==> src/core/imd_pkg.sv <==
// Constants, types and decode helpers of the integer multiply/divide unit.
// Assumes an APB master with 32-bit data; one nibble register per word.
// Overview of operation
// RULE1: Overflow flag shows last division overflowed
// RULE2: Finished multiply always clears overflow flag
// RULE3: Overflow flag read-only, reset to zero
// RULE4: Zero flag set when result is zero
// RULE5: Zero flag read-only, reset to zero
// RULE6: Writing mode bit starts divide or multiply
// RULE7: Mode bit reads one while computing
// RULE8: Reset clears mode bit to idle
// RULE9: Operation lasts ten clock cycles
// RULE10: CPU avoids results and flags while busy
// RULE11: Negative flag mirrors result MSB, read-only
// RULE12: Multiply ignores high byte, loads product
// RULE13: Divide: quotient low, remainder high, overflow keeps
// RULE14: Overflow when quotient exceeds eight bits
// RULE15: Flags, results and idle update together
package imd_pkg;

	localparam int ADDR_W = 18;
	localparam int IDX_W  = 16;

	// Register indices; byte address is four times the index
	localparam logic [IDX_W-1:0] IDX_SRC_LO   = 16'hFF80;
	localparam logic [IDX_W-1:0] IDX_SRC_HI   = 16'hFF81;
	localparam logic [IDX_W-1:0] IDX_DL_LO    = 16'hFF82;
	localparam logic [IDX_W-1:0] IDX_DL_HI    = 16'hFF83;
	localparam logic [IDX_W-1:0] IDX_DH_LO    = 16'hFF84;
	localparam logic [IDX_W-1:0] IDX_DH_HI    = 16'hFF85;
	localparam logic [IDX_W-1:0] IDX_CTRL     = 16'hFF86;
	localparam logic [IDX_W-1:0] IDX_IRQ_STAT = 16'hFF8A;
	localparam logic [IDX_W-1:0] IDX_IRQ_MASK = 16'hFF8B;

	// Control/status field positions
	localparam int MODE_BIT = 0;
	localparam int ZF_BIT   = 1;
	localparam int VF_BIT   = 2;
	localparam int NF_BIT   = 3;

	// Interrupt status layout
	localparam int IRQ_N        = 2;
	localparam int IRQ_DONE_BIT = 0;
	localparam int IRQ_OVF_BIT  = 1;

	localparam int         CNT_W     = 4;
	localparam logic [3:0] OP_CYCLES = 4'hA;
	localparam logic [7:0] BYTE_RST  = 8'h00;

	typedef enum logic {
		IMD_MUL = 1'b0,
		IMD_DIV = 1'b1
	} imd_mode_t;

	typedef enum logic [1:0] {
		IMD_IDLE = 2'b00,
		IMD_RUN  = 2'b01
	} imd_state_t;

	// Word index of a byte address, or all ones if misaligned
	function automatic logic [IDX_W-1:0] imd_idx(input logic [ADDR_W-1:0] a);
		if (a[1:0] != 2'h0) begin
			return '1;
		end
		return a[ADDR_W-1:2];
	endfunction

endpackage

==> src/core/imd_alu_if.sv <==
// Operand and result bundle between the unit's control and its arithmetic.
// Assumes both ends share pclk.
interface imd_alu_if;
	import imd_pkg::*;
	imd_mode_t  mode;
	logic [7:0] src;
	logic [7:0] dh;
	logic [7:0] dl;
	logic [7:0] res_lo;
	logic [7:0] res_hi;
	logic       nf;
	logic       vf;
	logic       zf;

	modport ctl (output mode, src, dh, dl, input res_lo, res_hi, nf, vf, zf);
	modport alu (input mode, src, dh, dl, output res_lo, res_hi, nf, vf, zf);
endinterface

==> src/core/imd_top.sv <==
// APB slave, run sequencing and flag registers of the multiply/divide unit.
// Assumes an APB master on pclk; registers are 4-bit nibbles in word slots.
module imd_top
	import imd_pkg::*;
(
	input  wire logic              pclk,
	input  wire logic              presetn,
	input  wire logic              psel,
	input  wire logic              penable,
	input  wire logic              pwrite,
	input  wire logic [ADDR_W-1:0] paddr,
	input  wire logic [31:0]       pwdata,
	input  wire logic [3:0]        pstrb,
	output logic      [31:0]       prdata,
	output logic                   pready,
	output logic                   pslverr,
	output logic                   irq
);

	imd_alu_if alu_bus();

	// Software-visible state
	logic [7:0]     src;
	logic [7:0]     dl;
	logic [7:0]     dh;
	logic           nf;
	logic           vf;
	logic           zf;

	// Run state
	imd_state_t     state;
	imd_mode_t      op_mode;
	logic [CNT_W-1:0] cnt;
	logic [7:0]     op_src;
	logic [7:0]     op_dl;
	logic [7:0]     op_dh;

	logic           busy;
	logic           done;
	logic           wr;
	logic           start_wr;
	logic [IDX_W-1:0] idx;
	logic [3:0]     wnib;
	logic [IRQ_N-1:0] irq_stat;
	logic [IRQ_N-1:0] irq_mask;
	logic [IRQ_N-1:0] evt;

	logic [7:0]     next_src;
	logic [7:0]     next_dl;
	logic [7:0]     next_dh;
	logic           next_nf;
	logic           next_vf;
	logic           next_zf;
	imd_state_t     next_state;
	imd_mode_t      next_op_mode;
	logic [CNT_W-1:0] next_cnt;
	logic [7:0]     next_op_src;
	logic [7:0]     next_op_dl;
	logic [7:0]     next_op_dh;
	logic [31:0]    next_prdata;
	logic           next_pready;
	logic           next_pslverr;

	// Bus decode
	always_comb begin
		idx      = imd_idx(paddr);
		wnib     = pwdata[3:0];
		wr       = psel & penable & pready & pwrite & pstrb[0];
		busy     = (state == IMD_RUN);
		done     = busy && (cnt == CNT_W'(OP_CYCLES - 4'h1)); // RULE9
		// Restart while running is ignored so captured operands stay valid
		start_wr = wr && (idx == IDX_CTRL) && !busy; // RULE6
	end

	// APB answer: ready in the first access cycle, data captured in setup
	always_comb begin
		next_pready  = psel & ~penable;
		next_pslverr = 1'b0;
		next_prdata  = 32'h0000_0000;
		if (psel && !penable) begin
			case (idx)
				IDX_SRC_LO:   next_prdata[3:0] = src[3:0];
				IDX_SRC_HI:   next_prdata[3:0] = src[7:4];
				IDX_DL_LO:    next_prdata[3:0] = dl[3:0];
				IDX_DL_HI:    next_prdata[3:0] = dl[7:4];
				IDX_DH_LO:    next_prdata[3:0] = dh[3:0];
				IDX_DH_HI:    next_prdata[3:0] = dh[7:4];
				IDX_CTRL: begin
					next_prdata[NF_BIT]   = nf; // RULE11
					next_prdata[VF_BIT]   = vf; // RULE1
					next_prdata[ZF_BIT]   = zf; // RULE4
					next_prdata[MODE_BIT] = busy; // RULE7
				end
				IDX_IRQ_STAT: next_prdata[IRQ_N-1:0] = irq_stat;
				IDX_IRQ_MASK: next_prdata[IRQ_N-1:0] = irq_mask;
				default:      next_pslverr = 1'b1;
			endcase
		end
	end

	// Operand registers; results land on the finishing edge
	always_comb begin
		next_src = src;
		next_dl  = dl;
		next_dh  = dh;
		if (wr && idx == IDX_SRC_LO) begin
			next_src[3:0] = wnib;
		end
		if (wr && idx == IDX_SRC_HI) begin
			next_src[7:4] = wnib;
		end
		// Destination is locked while the unit owns it
		if (wr && !busy) begin
			if (idx == IDX_DL_LO) begin
				next_dl[3:0] = wnib;
			end
			if (idx == IDX_DL_HI) begin
				next_dl[7:4] = wnib;
			end
			if (idx == IDX_DH_LO) begin
				next_dh[3:0] = wnib;
			end
			if (idx == IDX_DH_HI) begin
				next_dh[7:4] = wnib;
			end
		end
		if (done) begin
			next_dl = alu_bus.res_lo; // RULE12 RULE13 RULE15
			next_dh = alu_bus.res_hi; // RULE12 RULE13 RULE15
		end
	end

	// Flags change only when a run finishes; bus writes never reach them
	always_comb begin
		next_nf = nf;
		next_vf = vf;
		next_zf = zf;
		if (done) begin
			next_nf = alu_bus.nf; // RULE11 RULE15
			next_vf = alu_bus.vf; // RULE1 RULE2 RULE3 RULE15
			next_zf = alu_bus.zf; // RULE4 RULE5 RULE15
		end
	end

	// Run sequencer
	always_comb begin
		next_state   = state;
		next_op_mode = op_mode;
		next_cnt     = cnt;
		next_op_src  = op_src;
		next_op_dl   = op_dl;
		next_op_dh   = op_dh;
		case (state)
			IMD_IDLE: begin
				if (start_wr) begin
					next_state   = IMD_RUN; // RULE7
					next_op_mode = imd_mode_t'(wnib[MODE_BIT]); // RULE6
					next_cnt     = '0;
					next_op_src  = src;
					next_op_dl   = dl;
					next_op_dh   = dh;
				end
			end
			IMD_RUN: begin
				next_cnt = CNT_W'(cnt + 1'b1);
				if (done) begin
					next_state = IMD_IDLE; // RULE7 RULE9
				end
			end
			default: next_state = IMD_IDLE;
		endcase
	end

	always_ff @(posedge pclk or negedge presetn) begin
		if (!presetn) begin
			src     <= BYTE_RST;
			dl      <= BYTE_RST;
			dh      <= BYTE_RST;
			nf      <= 1'b0; // RULE11
			vf      <= 1'b0; // RULE3
			zf      <= 1'b0; // RULE5
			state   <= IMD_IDLE; // RULE8
			op_mode <= IMD_MUL;
			cnt     <= '0;
			op_src  <= BYTE_RST;
			op_dl   <= BYTE_RST;
			op_dh   <= BYTE_RST;
			prdata  <= 32'h0000_0000;
			pready  <= 1'b0;
			pslverr <= 1'b0;
		end else begin
			src     <= next_src;
			dl      <= next_dl;
			dh      <= next_dh;
			nf      <= next_nf;
			vf      <= next_vf;
			zf      <= next_zf;
			state   <= next_state;
			op_mode <= next_op_mode;
			cnt     <= next_cnt;
			op_src  <= next_op_src;
			op_dl   <= next_op_dl;
			op_dh   <= next_op_dh;
			prdata  <= next_prdata;
			pready  <= next_pready;
			pslverr <= next_pslverr;
		end
	end

	assign alu_bus.mode = op_mode;
	assign alu_bus.src  = op_src;
	assign alu_bus.dl   = op_dl;
	assign alu_bus.dh   = op_dh;

	imd_alu u_alu (
		.pclk    (pclk),
		.presetn (presetn),
		.bus     (alu_bus)
	);

	assign evt[IRQ_DONE_BIT] = done;
	assign evt[IRQ_OVF_BIT]  = done && alu_bus.vf;

	imd_irq #(
		.N (IRQ_N)
	) u_irq (
		.pclk    (pclk),
		.presetn (presetn),
		.evt     (evt),
		.stat_wr (wr && idx == IDX_IRQ_STAT),
		.mask_wr (wr && idx == IDX_IRQ_MASK),
		.wdata   (wnib[IRQ_N-1:0]),
		.stat    (irq_stat),
		.mask    (irq_mask),
		.irq     (irq)
	);
endmodule

==> src/core/imd_alu.sv <==
// Unsigned 8x8 multiply and 16/8 divide on captured operands.
// Assumes operands stay stable for the whole run; results are registered.
module imd_alu
	import imd_pkg::*;
(
	input  wire logic pclk,
	input  wire logic presetn,
	imd_alu_if.alu    bus
);

	logic [15:0] dividend;
	logic [15:0] quot;
	logic [15:0] prod;
	logic [7:0]  rem;
	logic        ovf;
	logic [7:0]  next_lo;
	logic [7:0]  next_hi;
	logic        next_nf;
	logic        next_vf;
	logic        next_zf;

	always_comb begin
		dividend = {bus.dh, bus.dl};
		prod     = {8'h00, bus.src} * {8'h00, bus.dl};
		// Quotient too wide exactly when the high byte reaches the divisor
		ovf      = (bus.dh >= bus.src); // RULE14
		// Zero divisor reported as overflow, no quotient to form
		quot     = (bus.src == 8'h00) ? 16'hFFFF : dividend / {8'h00, bus.src};
		rem      = (bus.src == 8'h00) ? 8'h00 : 8'(dividend % {8'h00, bus.src});
		if (bus.mode == IMD_MUL) begin
			next_lo = prod[7:0]; // RULE12
			next_hi = prod[15:8]; // RULE12
			next_nf = prod[15]; // RULE11
			next_vf = 1'b0; // RULE2
			next_zf = (prod == 16'h0000); // RULE4
		end else begin
			next_lo = ovf ? bus.dl : quot[7:0]; // RULE13
			next_hi = ovf ? bus.dh : rem; // RULE13
			next_nf = quot[7]; // RULE11
			next_vf = ovf; // RULE1
			next_zf = (quot[7:0] == 8'h00); // RULE14
		end
	end

	always_ff @(posedge pclk or negedge presetn) begin
		if (!presetn) begin
			bus.res_lo <= BYTE_RST;
			bus.res_hi <= BYTE_RST;
			bus.nf     <= 1'b0;
			bus.vf     <= 1'b0;
			bus.zf     <= 1'b0;
		end else begin
			bus.res_lo <= next_lo;
			bus.res_hi <= next_hi;
			bus.nf     <= next_nf;
			bus.vf     <= next_vf;
			bus.zf     <= next_zf;
		end
	end

endmodule

==> src/core/imd_irq.sv <==
// Sticky event bits with write-one-to-clear, a mask and one level output.
// Assumes one-cycle event pulses and one-cycle write strobes.
module imd_irq #(
	parameter int N = 2
) (
	input  wire logic         pclk,
	input  wire logic         presetn,
	input  wire logic [N-1:0] evt,
	input  wire logic         stat_wr,
	input  wire logic         mask_wr,
	input  wire logic [N-1:0] wdata,
	output logic      [N-1:0] stat,
	output logic      [N-1:0] mask,
	output logic              irq
);

	logic [N-1:0] next_stat;
	logic [N-1:0] next_mask;
	logic         next_irq;

	genvar i;
	generate
		for (i = 0; i < N; i++) begin : g_bit
			// A new event beats a clear in the same cycle
			assign next_stat[i] = evt[i] | (stat[i] & ~(stat_wr & wdata[i]));
		end
	endgenerate

	always_comb begin
		next_mask = mask_wr ? wdata : mask;
		next_irq  = |(next_stat & next_mask);
	end

	always_ff @(posedge pclk or negedge presetn) begin
		if (!presetn) begin
			stat <= '0;
			mask <= '0;
			irq  <= 1'b0;
		end else begin
			stat <= next_stat;
			mask <= next_mask;
			irq  <= next_irq;
		end
	end

endmodule

==> config.mk <==
export PLATFORM = sky130hd
export DESIGN_NAME = imd_top
export DESIGN_NICKNAME = d
export VERILOG_FILES = /design/src/core/imd_pkg.sv /design/src/core/imd_alu_if.sv /design/src/core/imd_top.sv /design/src/core/imd_alu.sv /design/src/core/imd_irq.sv
export SDC_FILE = /design/constraint.sdc
export NUM_CORES = 1
export LEC_CHECK = 0
export BUFFER_PORTS_ARGS = -buffer_cell sky130_fd_sc_hd__clkbuf_2
export CAP_MARGIN = 20
export CORE_MARGIN = 2
export CORE_UTILIZATION = 55
export DETAILED_ROUTE_END_ITERATION = 16
export MAX_ROUTING_LAYER = met4
export PLACE_DENSITY_LB_ADDON = 0.3
export SLEW_MARGIN = 30
export SYNTH_ARGS = -nofsm -noshare
export SYNTH_HDL_FRONTEND = slang
export SYNTH_SLANG_ARGS = --single-unit
==> constraint.sdc <==
create_clock -name pclk -period 39.7 [get_ports pclk]
set_input_delay 0 -clock pclk [delete_from_list [all_inputs] [get_ports pclk]]
set_output_delay 0 -clock pclk [all_outputs]
set_load 0.005 [all_outputs]
==> results by group <==
Run status
  • Status: finished clean

Synth
  • Post-synthesis cell type count: 93
  • Top-area cell type share of the netlist area: between 15 and 20%
  • Synthesized cell area: around 0.012 sq mm
  • Top-count cell post-synth: ha_1
  • Area leader, netlist: dfrtp_1
  • EDFF count, synth: 0
  • Avg Cell Area, Syn: roughly 8.4 sq um
  • Yosys reg bits: just under 90
  • Synth top cells by count: ha_1 (150), nand2_1 (124), nor2_1 (103)
  • Ys async rst share: 100.0%
  • Top post-synthesis cells by area: dfrtp_1 (18%), ha_1 (15%), fa_1 (6.1%)
  • Main synth FF type: dfrtp_1
  • Yosys warning total: 0
  • Seq/Total Area, Yosys: approximately 18%
  • Gate Count Post-Synth: about 1,400

Die
  • # IOs: 94
  • Die Wd: about 150 microns
  • Die ar.: 0.02327 sq mm
  • Rows: between 50 and 60
  • Die Height: roughly 150 microns
  • Core box area: roughly 0.022 sq mm
  • Starting Density: about 56%

Global routing
  • First-pass GRT wire length: 53,080 microns
  • GRT Total Usage: 28.38%
  • Total gr overflow: 0
  • Pin count of the biggest net entering global routing: 88
  • Initial antenna violation count: 0
  • Vias in the first global route: about 11,000

Worst setup path
  • Critical setup path kind: flop to flop
  • Crit-path most repeated cell: o21a_1
  • Critical path arrival: between 30 and 40 ns
  • CP max stage delay: approximately 0.64 ns
  • R2r worst-path depth: 137
  • Req. time, crit path: ~40 ns
  • Crit. path cell count: 137
  • Crit path max-delay cell type: dfrtp_1
  • Crit end category: flop
  • Worst path top cell family by delay: compound AO/OA/AOI/OAI gates
  • Critical Path Fanout Max: 16
  • Critical path startpoint category: flop
  • Worst Path Buf+Inv: 3

Finish
  • Fin nets: 1,700
  • Area Growth Syn to Fin: 5.206%
  • N_diodes: 0
  • Final core utilization: around three fifths
  • Post-route cell area: 0.01277 sq mm
  • Non-Filler Instances: around 1,700
  • Fraction of layout cells with a size suffix above 1: 11.45%

Route
  • Final wirelength: roughly 32,000 microns
  • Wire length per cell: about 18 microns
  • Drt pass-1 iters: 6
  • Via-to-Cell Ratio: between 6 and 7
  • Routed via count: 10,860
  • DRC Markers: 0
  • DR iter-0 viols: approximately 760
  • Antenna-violating nets left: 0

Min path
  • Hold Path Class: primary input to flop
  • Hold path depth: 4

STA
  • Slew Viols, Final: 0
  • Hold Vio Cnt, Final: 0
  • RSZ-0062 raised after global routing: false
  • Final Critical Period: 34.37 ns
  • Worst-Margin Slew: 0.8910 ns
  • Fmax: about 29 MHz
  • Clock skew: approximately 0.0065 ns
  • Rel. slew slack: 40.54%
  • Final setup vio count: 0
  • Setup Total Neg Slack: 0 ns
  • Final Cycle Share: 86.58%

Placed design
  • Post-DP Area: 0.01242 sq mm
  • Cells after DPL: 1,720
  • GP Congestion: just over 0.9
  • Dpl hpwl: ~24,000 microns
  • PortBufs: 34

CTS
  • Number of buffers created by CTS: 9
  • Clock-pin slew on the worst setup and hold paths: 0.06 ns
  • CTS Root Cell: clkbuf_16
  • Cts repair resizes: 0
  • Clock sinks: 87
  • H-tree depth: 3
  • CTS tree: built
  • CTS max path bufs: 2
  • Clk_lat worst skew: 0.33 ns

Run
  • Max-cap violations: 0
## final cells by class
cell class	instances	area [sq um]
Clock buffer	11	232.7
Clock inverter	5	81.33
Fill cell	1962	8987
Inverter	94	352.8
Multi-Input combinational cell	1214	9285
Sequential cell	87	2177
Tap cell	280	350.3
Timing Repair Buffer	48	289.0
## cells by family after synthesis
logic type,count (synthesis),share of synthesized area (%)
AND/OR/NAND/NOR,493,20.85
AO/OA/AOI/OAI,360,20.92
adder cells (fa/ha/maj),187,21.57
buffers and inverters,175,6.505
multiplexers,90,8.155
flip-flops,87,17.94
XOR/XNOR,56,4.041
other,1,0.03090
## per-layer routing
metal / global-route usage, % / vias up / wire (microns)
met5: - / - / 0
met4: 8.289 / 0 / 830
met3: 4.039 / 62 / 2079
met2: 44.64 / 342 / 14680
met1: 38.35 / 5222 / 14410
li1: - / 5230 / -
## stage by stage
stage / hold WS (ns) / worst slack, ns
detailed placement: 0.1170 / 5.856
floorplan: -0.2956 / 10.59
CTS: 0.04361 / 5.773
global route: 0.06701 / 2.649
global placement: 0.2070 / 6.447
finish: 0.06068 / 5.327
## registers in the layout, indices dropped and copies added, names as in the netlist, 8 cells and up
name and count:
alu_bus.dh 8, alu_bus.dl 8, alu_bus.src 8, dh 8, dl 8, src 8, u_alu.bus.res_hi 8, u_alu.bus.res_lo 8
## cell usage in the layout (no fill, tap or decap), drive strengths merged, types with 23 or more instances in the layout
master  instances
ha            150
a21o           33
inv            95
nor2          103
nor3           52
nand3          40
and2           33
a21oi          70
dfrtp          87
o21a           35
mux2i          28
nand2         127
or3            23
xnor2          41
mux2           62
conb           28
fa             37
o21ai          82
clkbuf         44
## worst paths after layout
path / slack, ns / from / endpoint
min reg2reg: 0.44 / u_alu.bus.zf / zf
min in group asynchronous: 0.28 / presetn / pready
max: 5.33 / alu_bus.src[6] / u_alu.bus.res_hi[5]
min: 0.06 / paddr[5] / prdata[3]
max reg2reg: 5.33 / alu_bus.src[6] / u_alu.bus.res_hi[5]
max in group asynchronous: 38.87 / presetn / dl[1]
## worst reg2reg max path: cells and delay by family (launching register included)
kind / cells / cell delay [ns]
mux: 7 / 2.77
flops: 1 / 0.64
compound gates: 71 / 17.26
simple gates: 41 / 8.78
buf+inv: 3 / 0.46
fa+ha+maj: 15 / 4.39
## repair_timing
item	in CTS	in global routing
endpoints found under the hold margin	91	0
hold buffers	3	0
endpoints found under the setup margin	0	0
setup buffers	0	0
Power is not shown: default switching activity piles up to over one toggle a cycle in this logic, so the estimate is an artifact.
